<file path="config.mk">
export PLATFORM = sky130hd
export DESIGN_NAME = apc_regs
export DESIGN_NICKNAME = d
export VERILOG_FILES = /design/src/hw/apc_pkg.sv /design/src/hw/apc_regs.sv /design/src/hw/apc_sync2.sv
export SDC_FILE = /design/constraint.sdc
export NUM_CORES = 1
export LEC_CHECK = 0
export BUFFER_PORTS_ARGS = -buffer_cell sky130_fd_sc_hd__clkbuf_2
export CAP_MARGIN = 10
export CORE_UTILIZATION = 25
export DETAILED_ROUTE_END_ITERATION = 7
export PLACE_DENSITY_LB_ADDON = 0.15
export SETUP_SLACK_MARGIN = 0.2
export SLEW_MARGIN = 25
export SYNTH_ARGS = -nofsm -noshare
export SYNTH_HDL_FRONTEND = slang
export SYNTH_SLANG_ARGS = --single-unit
</file>
<file path="constraint.sdc">
create_clock -name ref_clk_i -period 2.7 [get_ports ref_clk_i]
set_input_delay 0.54 -clock ref_clk_i [delete_from_list [all_inputs] [get_ports ref_clk_i]]
set_output_delay 0.54 -clock ref_clk_i [all_outputs]
set_load 0.005 [all_outputs]
</file>
<file path="src/hw/apc_pkg.sv">
// Constants, field layouts and the control carrier for the playback control register bank.
// Assumes a single 200 MHz clock domain and an Avalon-MM register port with waitrequest.
`default_nettype none
package apc_pkg;

  // ****************************************************************
  // Register indices (byte address is four times the index)
  // ****************************************************************
  localparam int IDX_W = 6;
  localparam logic [5:0] IDX_FIRST = 6'h06, IDX_LAST = 6'h20;
  localparam logic [5:0] IDX_TIMER = 6'h06, IDX_ALC_A = 6'h07, IDX_ALC_REF = 6'h08;
  localparam logic [5:0] IDX_ALC_VOL_L = 6'h09, IDX_OUT_VOL_L = 6'h0A, IDX_ALC_C = 6'h0B;
  localparam logic [5:0] IDX_ALC_VOL_R = 6'h0C, IDX_OUT_VOL_R = 6'h0D, IDX_PLAY = 6'h0E;
  localparam logic [5:0] IDX_HP = 6'h0F, IDX_INSEL = 6'h10, IDX_FILT = 6'h11;
  localparam logic [5:0] IDX_SEP_A_LO = 6'h12, IDX_SEP_A_HI = 6'h13;
  localparam logic [5:0] IDX_SEP_B_LO = 6'h14, IDX_SEP_B_HI = 6'h15;
  localparam logic [5:0] IDX_EQ_A_LO = 6'h16, IDX_EQ_A_HI = 6'h17, IDX_EQ_B_LO = 6'h18;
  localparam logic [5:0] IDX_EQ_B_HI = 6'h19, IDX_EQ_C_LO = 6'h1A, IDX_EQ_C_HI = 6'h1B;
  localparam logic [5:0] IDX_WIND_A_LO = 6'h1C, IDX_WIND_A_HI = 6'h1D;
  localparam logic [5:0] IDX_WIND_B_LO = 6'h1E, IDX_WIND_B_HI = 6'h1F, IDX_MIX_PWR = 6'h20;

  // ****************************************************************
  // Bit positions
  // ****************************************************************
  localparam int TS_RAMP = 7, TS_WAIT2 = 6, TS_ZTM1 = 5, TS_ZTM0 = 4;
  localparam int TS_WAIT1 = 3, TS_WAIT0 = 2, TS_FAST1 = 1, TS_FAST0 = 0;
  localparam int AA_ENABLE = 5, AA_ZC_DIS = 4, AA_ATT1 = 3, AA_ATT0 = 2;
  localparam int AA_RGAIN0 = 1, AA_LMTH0 = 0;
  localparam int AC_RGAIN1 = 7, AC_LMTH1 = 6, AC_HP_COM = 1;
  localparam int PM_LOOP = 6, PM_SOFT_MUTE_CTRL = 5, PM_OLINK = 4, PM_BST1 = 3, PM_BST0 = 2;
  localparam int PM_DEM1 = 1, PM_DEM0 = 0;
  localparam int HP_ALINK = 3, HP_MONO = 2, HP_MIN = 1, HP_DAC = 0;
  localparam int FS_GN1 = 7, FS_GN0 = 6, FS_WIND = 4, FS_EQ = 3, FS_SEP = 2;
  localparam int COEF_TYPE = 7;

  // ****************************************************************
  // Timing, widths and bus answers
  // ****************************************************************
  localparam int RAMP_W = 11;
  localparam logic [RAMP_W-1:0] VOL_RAMP_SLOW = 11'h425;  // 1061 sample periods.
  localparam logic [RAMP_W-1:0] VOL_RAMP_FAST = 11'h100;  // 256 sample periods.
  localparam logic [1:0] RESP_OKAY = 2'h0, RESP_SLVERR = 2'h2;
  localparam logic [7:0] RST_REF = 8'hE1, RST_OVOL = 8'h18, RST_PLAY = 8'h11;
  localparam logic [7:0] RST_HP = 8'h08, RST_DEM = 8'h00;
  localparam logic [1:0] DEM_OFF = 2'h1;

  // Writable bits of each register; all other bits store and read as zero.
  function automatic logic [7:0] reg_mask(input logic [5:0] idx);
    unique case (idx)
      IDX_ALC_A, IDX_SEP_B_HI, IDX_EQ_B_HI, IDX_WIND_B_HI, IDX_MIX_PWR: reg_mask = 8'h3F;
      IDX_ALC_C:                                 reg_mask = 8'hC2;
      IDX_PLAY:                                  reg_mask = 8'h7F;
      IDX_HP:                                    reg_mask = 8'h0F;
      IDX_INSEL:                                 reg_mask = 8'hFE;
      IDX_FILT:                                  reg_mask = 8'hDC;
      IDX_SEP_A_HI, IDX_WIND_A_HI:               reg_mask = 8'hBF;
      default:                                   reg_mask = 8'hFF;
    endcase
  endfunction

  // Default value of each register.
  function automatic logic [7:0] reg_reset(input logic [5:0] idx);
    unique case (idx)
      IDX_ALC_REF, IDX_ALC_VOL_L, IDX_ALC_VOL_R: reg_reset = RST_REF;
      IDX_OUT_VOL_L, IDX_OUT_VOL_R:              reg_reset = RST_OVOL;
      IDX_PLAY:                                  reg_reset = RST_PLAY;
      IDX_HP:                                    reg_reset = RST_HP;
      default:                                   reg_reset = RST_DEM;
    endcase
  endfunction

  // ****************************************************************
  // Decoded controls delivered to the playback datapath
  // ****************************************************************
  typedef struct packed {
    logic [RAMP_W-1:0] volume_ramp_samples;
    logic [2:0]  alc_recovery_wait_sel;
    logic [1:0]  alc_zero_cross_timeout_sel;
    logic [1:0]  alc_fast_recovery_sel;
    logic        level_control_enable;
    logic        limiter_zero_cross_enable;
    logic [1:0]  limiter_atten_step;
    logic [1:0]  recovery_gain_step;
    logic [1:0]  limiter_threshold_sel;
    logic [7:0]  recovery_reference_level;
    logic [7:0]  left_alc_volume_code;
    logic [7:0]  right_alc_volume_code;
    logic [7:0]  left_output_volume_code;
    logic [7:0]  right_output_volume_code;
    logic        hp_common_high;
    logic        soft_mute_ctrl;
    logic        dac_source_loopback;
    logic [1:0]  bass_boost_sel;
    logic [1:0]  deemphasis_sel;
    logic        headphone_mono_sel;
    logic        mono_in_to_headphone_switch;
    logic        dac_to_headphone_switch;
    logic [7:0]  input_select_power;
    logic [1:0]  gain_block_sel;
    logic        separation_filter_enable;
    logic        separation_filter_mute;
    logic        separation_filter_type;
    logic [13:0] separation_coef_a;
    logic [13:0] separation_coef_b;
    logic        equalizer_enable;
    logic [15:0] equalizer_coef_a;
    logic [13:0] equalizer_coef_b;
    logic [15:0] equalizer_coef_c;
    logic        wind_filter_enable;
    logic        wind_filter_type;
    logic [13:0] wind_coef_a;
    logic [13:0] wind_coef_b;
    logic [7:0]  mixer_input_power;
  } apc_ctrl_type;

  localparam apc_ctrl_type CTRL_DEFAULT = '{
    volume_ramp_samples:       VOL_RAMP_SLOW,
    limiter_zero_cross_enable: 1'b1,
    recovery_reference_level:  RST_REF,
    left_alc_volume_code:      RST_REF,
    right_alc_volume_code:     RST_REF,
    left_output_volume_code:   RST_OVOL,
    right_output_volume_code:  RST_OVOL,
    deemphasis_sel:            DEM_OFF,
    separation_filter_mute:    1'b1,
    default:                   '0
  };

endpackage
`default_nettype wire

</file>
<file path="src/hw/apc_regs.sv">
// Playback control register bank: LEVEL_CONTROL_ENABLE, volume, mute, loopback, filter settings.
// Assumes an Avalon-MM master on ref_clk_i and an asynchronous power-down pin.
//
// The Avalon-MM register port was left to the implementer.
`timescale 1ns/10ps
`default_nettype none
module apc_regs
(
  // Clock and reset.
  input  wire logic                 ref_clk_i,
  input  wire logic                 nrst_i,
  // Power-down pin, active low.
  input  wire logic                 power_down_pin_n_i,
  // Avalon-MM slave.
  input  wire logic [7:0]           avs_address_i,
  input  wire logic                 avs_read_i,
  input  wire logic                 avs_write_i,
  input  wire logic [31:0]          avs_writedata_i,
  input  wire logic [3:0]           avs_byteenable_i,
  output var  logic [31:0]          avs_readdata_o,
  output var  logic [1:0]           avs_response_o,
  output var  logic                 avs_waitrequest_o,
  // Decoded controls.
  output var  apc_pkg::apc_ctrl_type ctrl_o
);

  // ****************************************************************
  // Pin synchronisation
  // ****************************************************************
  logic pd_n_s;

  apc_sync2 #(.RESET_VAL(1'b0)) u_pd_sync
  (
    .ref_clk_i (ref_clk_i),
    .nrst_i    (nrst_i),
    .async_i   (power_down_pin_n_i),
    .sync_o    (pd_n_s)
  );

  // ****************************************************************
  // Bus decode
  // ****************************************************************
  logic [7:0]            regs [apc_pkg::IDX_FIRST:apc_pkg::IDX_LAST];
  wire  [5:0]            idx  = avs_address_i[7:2];
  wire                   req  = avs_read_i | avs_write_i;
  wire                   ack  = ~avs_waitrequest_o;
  wire                   hit  = (avs_address_i[1:0] == 2'h0) && (idx >= apc_pkg::IDX_FIRST)
                                && (idx <= apc_pkg::IDX_LAST);
  wire                   next_ack = req & ~ack;
  // Write lands at the edge where the master sees waitrequest low; unused bits are dropped.
  wire                   wr_commit = avs_write_i & ack & hit & avs_byteenable_i[0] & pd_n_s;
  wire  [7:0]            wr_byte   = avs_writedata_i[7:0] & apc_pkg::reg_mask(idx);
  wire  [7:0]            rd_byte   = hit ? regs[idx] : 8'h00;

  // The answer comes one cycle after the request; waitrequest rests high between requests.
  always_ff @(posedge ref_clk_i or negedge nrst_i)
  begin
    if (!nrst_i)
    begin
      avs_waitrequest_o <= 1'b1;
      avs_readdata_o    <= 32'h0000_0000;
      avs_response_o    <= apc_pkg::RESP_OKAY;
    end
    else
    begin
      avs_waitrequest_o <= ~next_ack;
      if (next_ack)
      begin
        avs_readdata_o <= {24'h00_0000, avs_read_i ? rd_byte : 8'h00};
        avs_response_o <= hit ? apc_pkg::RESP_OKAY : apc_pkg::RESP_SLVERR;
      end
    end
  end

  // ****************************************************************
  // Register storage
  // ****************************************************************
  // Each register reloads its default while the pin holds power-down, so a
  // write during power-down is lost rather than half-applied.
  generate
    for (genvar g = apc_pkg::IDX_FIRST; g <= apc_pkg::IDX_LAST; g++)
    begin : g_reg
      localparam logic [5:0] GIDX = 6'(g);
      always_ff @(posedge ref_clk_i or negedge nrst_i)
      begin
        if (!nrst_i)
          regs[g] <= apc_pkg::reg_reset(GIDX);
        else if (!pd_n_s)
          regs[g] <= apc_pkg::reg_reset(GIDX);
        else if (wr_commit && (idx == GIDX))
          regs[g] <= wr_byte;
      end
    end
  endgenerate

  // ****************************************************************
  // Control decode
  // ****************************************************************
  apc_pkg::apc_ctrl_type next_ctrl;
  wire [7:0] r_ts  = regs[apc_pkg::IDX_TIMER];
  wire [7:0] r_aa  = regs[apc_pkg::IDX_ALC_A];
  wire [7:0] r_ac  = regs[apc_pkg::IDX_ALC_C];
  wire [7:0] r_pm  = regs[apc_pkg::IDX_PLAY];
  wire [7:0] r_hp  = regs[apc_pkg::IDX_HP];
  wire [7:0] r_fs  = regs[apc_pkg::IDX_FILT];
  wire       olink = r_pm[apc_pkg::PM_OLINK];
  wire       alink = r_hp[apc_pkg::HP_ALINK];

  // Timer fields; the wait field is split over bit 6 and the adjacent bits 3:2.
  assign next_ctrl.volume_ramp_samples = r_ts[apc_pkg::TS_RAMP] ? apc_pkg::VOL_RAMP_FAST
                                         : apc_pkg::VOL_RAMP_SLOW;
  assign next_ctrl.alc_recovery_wait_sel = {r_ts[apc_pkg::TS_WAIT2], r_ts[apc_pkg::TS_WAIT1],
                                            r_ts[apc_pkg::TS_WAIT0]};
  assign next_ctrl.alc_zero_cross_timeout_sel = {r_ts[apc_pkg::TS_ZTM1],
                                                 r_ts[apc_pkg::TS_ZTM0]};
  assign next_ctrl.alc_fast_recovery_sel = {r_ts[apc_pkg::TS_FAST1],
                                            r_ts[apc_pkg::TS_FAST0]};

  // Level control; two fields take their upper bit from the third LEVEL_CONTROL_ENABLE register.
  assign next_ctrl.level_control_enable = r_aa[apc_pkg::AA_ENABLE];
  assign next_ctrl.limiter_zero_cross_enable = ~r_aa[apc_pkg::AA_ZC_DIS];
  assign next_ctrl.limiter_atten_step = {r_aa[apc_pkg::AA_ATT1], r_aa[apc_pkg::AA_ATT0]};
  assign next_ctrl.recovery_gain_step = {r_ac[apc_pkg::AC_RGAIN1],
                                         r_aa[apc_pkg::AA_RGAIN0]};
  assign next_ctrl.limiter_threshold_sel = {r_ac[apc_pkg::AC_LMTH1],
                                            r_aa[apc_pkg::AA_LMTH0]};
  assign next_ctrl.recovery_reference_level = regs[apc_pkg::IDX_ALC_REF];
  assign next_ctrl.hp_common_high = r_ac[apc_pkg::AC_HP_COM];

  // Linked volumes steer the right channel from the left field; the stored right
  // field keeps its value so unlinking restores the old right level.
  assign next_ctrl.left_alc_volume_code  = regs[apc_pkg::IDX_ALC_VOL_L];
  assign next_ctrl.right_alc_volume_code = alink ? regs[apc_pkg::IDX_ALC_VOL_L]
                                           : regs[apc_pkg::IDX_ALC_VOL_R];
  assign next_ctrl.left_output_volume_code  = regs[apc_pkg::IDX_OUT_VOL_L];
  assign next_ctrl.right_output_volume_code = olink ? regs[apc_pkg::IDX_OUT_VOL_L]
                                              : regs[apc_pkg::IDX_OUT_VOL_R];

  // Playback mode and headphone routing.
  assign next_ctrl.soft_mute_ctrl = r_pm[apc_pkg::PM_SOFT_MUTE_CTRL];
  assign next_ctrl.dac_source_loopback = r_pm[apc_pkg::PM_LOOP];
  assign next_ctrl.bass_boost_sel = {r_pm[apc_pkg::PM_BST1], r_pm[apc_pkg::PM_BST0]};
  assign next_ctrl.deemphasis_sel = {r_pm[apc_pkg::PM_DEM1], r_pm[apc_pkg::PM_DEM0]};
  assign next_ctrl.headphone_mono_sel = r_hp[apc_pkg::HP_MONO];
  assign next_ctrl.mono_in_to_headphone_switch = r_hp[apc_pkg::HP_MIN];
  assign next_ctrl.dac_to_headphone_switch = r_hp[apc_pkg::HP_DAC];
  assign next_ctrl.input_select_power = regs[apc_pkg::IDX_INSEL];
  assign next_ctrl.mixer_input_power = regs[apc_pkg::IDX_MIX_PWR];

  // Filter stages; a disabled separation stage is muted, the others pass through.
  assign next_ctrl.gain_block_sel = {r_fs[apc_pkg::FS_GN1], r_fs[apc_pkg::FS_GN0]};
  assign next_ctrl.separation_filter_enable = r_fs[apc_pkg::FS_SEP];
  assign next_ctrl.separation_filter_mute = ~r_fs[apc_pkg::FS_SEP];
  assign next_ctrl.equalizer_enable = r_fs[apc_pkg::FS_EQ];
  assign next_ctrl.wind_filter_enable = r_fs[apc_pkg::FS_WIND];
  assign next_ctrl.separation_filter_type = regs[apc_pkg::IDX_SEP_A_HI][apc_pkg::COEF_TYPE];
  assign next_ctrl.wind_filter_type = regs[apc_pkg::IDX_WIND_A_HI][apc_pkg::COEF_TYPE];

  // Coefficients assembled from low and high byte registers.
  assign next_ctrl.separation_coef_a = {regs[apc_pkg::IDX_SEP_A_HI][5:0],
                                        regs[apc_pkg::IDX_SEP_A_LO]};
  assign next_ctrl.separation_coef_b = {regs[apc_pkg::IDX_SEP_B_HI][5:0],
                                        regs[apc_pkg::IDX_SEP_B_LO]};
  assign next_ctrl.equalizer_coef_a = {regs[apc_pkg::IDX_EQ_A_HI],
                                       regs[apc_pkg::IDX_EQ_A_LO]};
  assign next_ctrl.equalizer_coef_b = {regs[apc_pkg::IDX_EQ_B_HI][5:0],
                                       regs[apc_pkg::IDX_EQ_B_LO]};
  assign next_ctrl.equalizer_coef_c = {regs[apc_pkg::IDX_EQ_C_HI],
                                       regs[apc_pkg::IDX_EQ_C_LO]};
  assign next_ctrl.wind_coef_a = {regs[apc_pkg::IDX_WIND_A_HI][5:0],
                                  regs[apc_pkg::IDX_WIND_A_LO]};
  assign next_ctrl.wind_coef_b = {regs[apc_pkg::IDX_WIND_B_HI][5:0],
                                  regs[apc_pkg::IDX_WIND_B_LO]};

  // Registered controls cost one cycle of latency but keep the outputs glitch free.
  always_ff @(posedge ref_clk_i or negedge nrst_i)
  begin
    if (!nrst_i)
      ctrl_o <= apc_pkg::CTRL_DEFAULT;
    else
      ctrl_o <= next_ctrl;
  end

  // ****************************************************************
  // Assertions
  // ****************************************************************
  ack_single_a: assert property (@(posedge ref_clk_i) disable iff (!nrst_i)
    !avs_waitrequest_o |=> avs_waitrequest_o) else $error("waitrequest low for two cycles");

  req_answer_a: assert property (@(posedge ref_clk_i) disable iff (!nrst_i)
    (req && avs_waitrequest_o) |=> !avs_waitrequest_o) else $error("request not answered");

  unmapped_err_a: assert property (@(posedge ref_clk_i) disable iff (!nrst_i)
    (req && avs_waitrequest_o && !hit) |=> (avs_response_o == apc_pkg::RESP_SLVERR)
                                           && (avs_readdata_o == 32'h0000_0000))
    else $error("unmapped access not flagged");

  read_upper_a: assert property (@(posedge ref_clk_i) disable iff (!nrst_i)
    (avs_read_i && avs_waitrequest_o && hit) |=> avs_readdata_o[31:8] == 24'h00_0000
    && ((avs_readdata_o[7:0] & ~apc_pkg::reg_mask($past(idx))) == 8'h00))
    else $error("read returned unused bits");

  write_mask_a: assert property (@(posedge ref_clk_i) disable iff (!nrst_i)
    (wr_commit && idx == apc_pkg::IDX_PLAY) |=> regs[apc_pkg::IDX_PLAY]
    == ($past(avs_writedata_i[7:0]) & apc_pkg::reg_mask(apc_pkg::IDX_PLAY)))
    else $error("write not stored with mask");

  pd_default_a: assert property (@(posedge ref_clk_i) disable iff (!nrst_i)
    (!pd_n_s) [*2] |=> ctrl_o == apc_pkg::CTRL_DEFAULT)
    else $error("power-down did not restore defaults");

  ovol_link_a: assert property (@(posedge ref_clk_i) disable iff (!nrst_i)
    olink |=> ctrl_o.right_output_volume_code == $past(regs[apc_pkg::IDX_OUT_VOL_L]))
    else $error("linked right output volume wrong");

  avol_link_a: assert property (@(posedge ref_clk_i) disable iff (!nrst_i)
    !alink |=> ctrl_o.right_alc_volume_code == $past(regs[apc_pkg::IDX_ALC_VOL_R]))
    else $error("independent right LEVEL_CONTROL_ENABLE volume wrong");

  ramp_sel_a: assert property (@(posedge ref_clk_i) disable iff (!nrst_i)
    r_ts[apc_pkg::TS_RAMP] |=> ctrl_o.volume_ramp_samples == apc_pkg::VOL_RAMP_FAST)
    else $error("ramp length not fast");

  zero_cross_a: assert property (@(posedge ref_clk_i) disable iff (!nrst_i)
    ##1 ctrl_o.limiter_zero_cross_enable != $past(r_aa[apc_pkg::AA_ZC_DIS]))
    else $error("zero-cross enable inverted");

  sep_mute_a: assert property (@(posedge ref_clk_i) disable iff (!nrst_i)
    ctrl_o.separation_filter_mute != ctrl_o.separation_filter_enable)
    else $error("separation mute and enable agree");

  write_cov: cover property (@(posedge ref_clk_i) disable iff (!nrst_i) wr_commit);
  read_cov: cover property (@(posedge ref_clk_i) disable iff (!nrst_i)
    avs_read_i && ack && hit);
  unlink_cov: cover property (@(posedge ref_clk_i) disable iff (!nrst_i) !olink && !alink);
  pd_cov: cover property (@(posedge ref_clk_i) disable iff (!nrst_i) $fell(pd_n_s));

endmodule
`default_nettype wire

</file>
<file path="src/hw/apc_sync2.sv">
// Two-stage synchroniser for a level arriving from a pin.
// Assumes the destination clock is the block clock; reset value is a constant parameter.
`timescale 1ns/10ps
`default_nettype none
module apc_sync2
#(
  parameter logic RESET_VAL = 1'b0
)
(
  // Clock and reset.
  input  wire logic ref_clk_i,
  input  wire logic nrst_i,
  // Level in and out.
  input  wire logic async_i,
  output var  logic sync_o
);

  logic meta;

  // The first stage is read only by the second stage.
  always_ff @(posedge ref_clk_i or negedge nrst_i)
  begin
    if (!nrst_i)
    begin
      meta   <= RESET_VAL;
      sync_o <= RESET_VAL;
    end
    else
    begin
      meta   <= async_i;
      sync_o <= meta;
    end
  end

endmodule
`default_nettype wire

</file>
# Yosys cells after proc, flatten, opt, wreduce, memory -nomap -nowiden
# Cells that the tools add are included.
# totals
ramBits	0
out_inout_bits	237
latchBits	0
regBits	431
word_cells	235
mem_bits_ro	0
mem_count	0
inputBits	49
# classes
add_sub_neg	0
eq_ne	54
shifts	0
reduce_logical	32
bitwise	12
order_cmp	3
div	0
n_mux	64
mul	0
# ops
operator	count
two-way mux 8 bit	60
== test 6 x 5 -> 1 bit (second input constant)	16
case mux 8 bit (7 select lines)	1
!= test 2 bit (second input constant)	27
binary-select mux 8 bit (select 6 bit)	1
== test 6 x 4 -> 1 bit (second input constant)	8
logical AND 1 bit	29
== test 6 x 3 -> 1 bit (second input constant)	2
two-way mux 11 bit	1
AND 8 bit	1
greater-or-equal comparator 7 bit (second input constant)	1
inverter 6 -> 7 bit	1
== test 6 bit (second input constant)	1
greater-or-equal comparator 6 x 3 -> 1 bit (second input constant)	1
<= comparator 6 bit (second input constant)	1
AND 1 bit	5
OR reduction 5 bit	1
inverter 1 bit	4
logical NOT 2 bit	1
two-way mux 2 bit	1
OR reduction 2 bit	1
OR 1 bit	1

# Depth between registers and ports, before layout
# depth
ltp_word	9
mapped_depth	9
ltp_nobuf	5

# By module
# A second synthesis with hierarchy kept.
# unflattened
hier_cells	1241
hier_area_um2	16281.9
# by_module_without_submodules
module	cells_per_inst	area_per_inst_um2	n_inst	seq_area_each_um2
apc_regs	1239	16231.8	1	10535.1
apc_sync2	2	50.0	1	50.0

# Worst setup path before layout
# Ideal clock, no wire load.
# synth_path
kind	input-to-reg
startpoint	input port avs_address_i[2]
endpoint	register avs_readdata_o[4]
arrival_time_ns	2.111
setup_ns	0.122
path_buffers	3
path_slack_ns	0.467
stages	8
t_required_ns	2.578
cell_sequence	buf_4 > buf_2 > buf_2 > mux2i_1 > nor2_1 > a2111oi_0 > nand2_1 > a32o_1
# synth_between
elab_chain_cells	6
elab_cells_between_ends	10
cone_classes	order compare (2); mux (5); bitwise (1); reduce/logical (2)
# synth_lines
element	line_no	text
from (decl)	apc_regs.sv:15	input wire logic [7:0] avs_address_i,
inverter 6 -> 7 bit (not written as such)	apc_regs.sv:53	wire [7:0] rd_byte = hit ? regs[idx] : 8'h00;
binary-select mux 8 bit (select 6 bit)	apc_regs.sv:53	
two-way mux 8 bit (not written as such) (2 in series)	apc_regs.sv:53	
two-way mux 8 bit (*)	apc_regs.sv:53	
two-way mux 8 bit (*)	apc_regs.sv:69	avs_readdata_o <= {24'h00_0000, avs_read_i ? rd_byte : 8'h00};
to (signal assigned)	apc_regs.sv:69	
to (decl)	apc_regs.sv:20	output var logic [31:0] avs_readdata_o,
# Every way passes the cells marked *; elsewhere a longest branch is shown, timed or not. The select of a mux whose other input is x is not followed.
# A chain may end at the register's enable or synchronous reset.

# Worst setup path in the final report
# layout_path
startpoint	register u_pd_sync.sync_o
endpoint	register regs (netlist bit next_ctrl[7])
# layout_between
elab_chain_cells	3
elab_cells_between_ends	4
cone_classes	eq/ne (1); mux (1); bitwise (1); reduce/logical (1)
# layout_lines
element	line_no	text
from (decl)	apc_sync2.sv:15	output var logic sync_o
from (signal assigned)	apc_sync2.sv:31	sync_o <= meta;
AND 1 bit	apc_regs.sv:51	wire wr_commit = avs_write_i & ack & hit & avs_byteenable_i[0] & pd_n_s;
logical AND 1 bit	apc_regs.sv:90	else if (wr_commit && (idx == GIDX))
!= test 2 bit (no line)	--	
to (signal, indexed assignment)	apc_regs.sv:87	regs[g] <= apc_pkg::reg_reset(GIDX);
to (signal, indexed assignment)	apc_regs.sv:89	regs[g] <= apc_pkg::reg_reset(GIDX);
to (signal, indexed assignment)	apc_regs.sv:91	regs[g] <= wr_byte;
to (decl)	apc_regs.sv:43	logic [7:0] regs [apc_pkg::IDX_FIRST:apc_pkg::IDX_LAST];
# Several ways; a longest one is shown, not always the timed one.

==> reports/metrics.json <==
{
  "status": {
    "outcome": "finished, final reports clean"
  },
  "die": {
    "initial_utilization": 0.253,
    "rows": 93,
    "die_ht_um": 257,
    "die_width_um": 257,
    "top_level_ports": 286,
    "core-area_um2": 64300,
    "design.die.area_um2": 66200
  },
  "routing": {
    "routed_wl_mm": 55.3,
    "pre_antenna_drt_iters": 5,
    "drc": 0,
    "route.antenna.remaining_nets": 0,
    "dr_total_vias": 10900,
    "detailed_route_iter0_violations": 694,
    "viasPerCell": 4.55,
    "wl_per_cell_um": 23.1
  },
  "worst_hold_path": {
    "holdPathStages": 1,
    "class_of_the_most_critical_hold_timing_path": "in2reg"
  },
  "pwr": {
    "p_total_mw": 13.3,
    "cellLeakagePower_nw": 9.71,
    "pwr_density_cell_nw_per_um2": 656,
    "vdd_ir_drop_max_mv": 0.360
  },
  "final_layout": {
    "fillCellCount": 6466,
    "postLayoutCellArea_um2": 20200,
    "final_nets": 1549,
    "multiInputGateArea_um2": 5090,
    "ff_latch_area_um2": 10600,
    "syn_to_final_growth_pct": 24.4,
    "antenna_cells": 0,
    "finish.utilization": 0.315,
    "layout-drive-gt1-share": 0.331
  },
  "timing": {
    "timing.final.crit_period_ns": 2.29,
    "slew_headroom": 0.334,
    "timing.fmax_mhz": 436,
    "finalSetupTns_ns": 0,
    "number_of_failing_setup_endpoints_in_the_final_timing_report": 0,
    "layout_setup_ws_ns": 0.409,
    "grt_setup_unrepaired": "false",
    "post-route-period-util": 0.849,
    "hold_viol_final": 0,
    "maxSlewViolCount": 0,
    "worstMarginPinSlew_ns": 0.999,
    "finalClockSkew_ns": 0.0253
  },
  "synthesis": {
    "yosys.area.top_type": "dfrtp_1",
    "synthDistinctLibCells": 64,
    "synth_async_sr_flop_share": 1.00,
    "yosys_most_used_dff": "dfrtp_1",
    "synth_area_leaders": "dfrtp_1, dfstp_2, mux2i_1, mux4_2, nand3_1",
    "synth_seq_cells": 421,
    "post_synth_inst_count": 1241,
    "number_of_flops_mapped_to_enable_cells_by_yosys": 0,
    "most_common_cell_in_the_synthesized_netlist": "dfrtp_1",
    "syn-mean-instance-area_um2": 13.1,
    "yosys-top-cells-count": "dfrtp_1, nand3_1, mux2i_1",
    "synth_top_area_share": 0.586,
    "synth_area_um2": 16300,
    "ys_seq_area_frac": 0.650,
    "yosys_warnings": 0
  },
  "grt": {
    "residual_overflow_from_global_routing": 0,
    "grt_antenna_before_repair": 5,
    "grt_start_max_net_pins": 95,
    "grt_pass1_wl_mm": 81.2,
    "groute.usage.overall": 0.167,
    "via_count_of_the_first_global_routing_pass": 11200
  },
  "setup_path": {
    "critPathMaxFanout": 13,
    "crit_path_end_kind": "flip-flop",
    "r2r_cells": 4,
    "critical_path_class": "reg2reg",
    "cp_data_arrival_time_ns": 2.73,
    "timing.critical_path.from_type": "flip-flop",
    "required_ns": 3.14
  },
  "cts": {
    "clock-root-buffer": "clkbuf_16",
    "cts_tree": "done",
    "numCtsBuffers": 46,
    "clock_sinks": 421,
    "cts_max_path_buffers": 3,
    "clk_latency_ns": 0.58,
    "htree_num_levels": 2,
    "clk_transition_reported_paths_ns": 0.06
  },
  "place": {
    "globalplace.congestion": 0.806,
    "dpl-instance-area_um2": 18800,
    "placement.io_buffers": 227,
    "detailedPlacementHpwl_mm": 39.0,
    "place_ws_ns": 0.0677
  },
  "run": {
    "max_cap_viol_count": 0
  }
}
-- cell type report --
type / instances / share of cell area
flip-flops and latches: 421 / 0.523
multi-input cells: 712 / 0.252
repair buffers: 313 / 0.0980
clock buffers: 68 / 0.0644
well taps: 855 / 0.0528
clock inverters: 14 / 0.00908
inverters: 6 / 0.00111
-- power by group --
part	leakage, nW	internal, mW	total [mW]	switching (mW)
clock	0.730	3.72	6.26	2.54
combinational	3.24	0.195	0.696	0.500
sequential	5.74	6.33	6.34	0.0109
total	9.71	10.2	13.3	3.05
-- sequential cells by signal, indices dropped and copies added, names as in the netlist, 8 cells and up --
register	flops
r_ts	8
next_ctrl	144
r_ac	8
ctrl_o	193
r_fs	8
r_aa	8
r_pm	8
r_hp	8
regs	24
avs_readdata_o	8
-- metrics by stage --
stage	hold slack (ns)	std cells
2_1_floorplan	0.244	1271
3_3_place_gp	0.343	2306
3_5_place_dp	0.344	2306
4_1_cts	0.0643	2389
5_1_grt	0.0668	2389
6_report	0.0906	2389
-- cells in the final DEF, fill, tap and decap left out, types with 29 or more instances in the layout --
cell type    n
dfrtp_1    380
clkbuf_2   225
nand3_1    129
mux2i_1     88
buf_4       71
o21ai_1     70
nand2_1     66
o21ai_0     49
nor2_1      48
clkbuf_16   46
dfstp_2     40
mux4_2      34
conb_1      31
mux2_2      29
-- path summary, 6_finish.rpt --
check,startpoint,to,slack (ns)
min reg2reg,u_pd_sync.meta,u_pd_sync.sync_o,0.36
max,u_pd_sync.sync_o,next_ctrl[7],0.41
min,power_down_pin_n_i,u_pd_sync.meta,0.09
min in group asynchronous,nrst_i,ctrl_o[181],0.52
max reg2reg,u_pd_sync.sync_o,next_ctrl[7],0.41
max in group asynchronous,nrst_i,next_ctrl[173],1.43
-- metal layers --
layer,vias up,part of all wire,track usage
li1,4902,-,-
met1,5636,0.46,0.231
met2,264,0.48,0.271
met3,69,0.044,0.0317
met4,8,0.016,0.0359
met5,-,0.0010,0
-- cell families (layout without fill, tap and decap cells) --
logic type | after synthesis | after routing | synth area share
other cells | 1 | 31 | 0.000230
compound gates | 201 | 201 | 0.0782
xor+xnor | 2 | 2 | 0.00108
flops | 421 | 421 | 0.650
simple gates | 327 | 327 | 0.104
buf+inv | 138 | 401 | 0.0450
mux | 151 | 151 | 0.121
-- timing repair --
action	4_1_cts	5_1_grt
hold buffers	1	0
gates resized for setup	0	0
setup endpoints to repair	0	0
endpoints found under the hold margin	31	0
buffers inserted	0	0
-- worst max-delay path, stage by stage, from the launching register on --
cell and delay, ns:
dfrtp_4 0.50, nand4b_2 0.29, nor2_2 0.50, nand3_1 0.51, and3_1 0.37
Note: power is estimated with default switching activity, not from simulation.
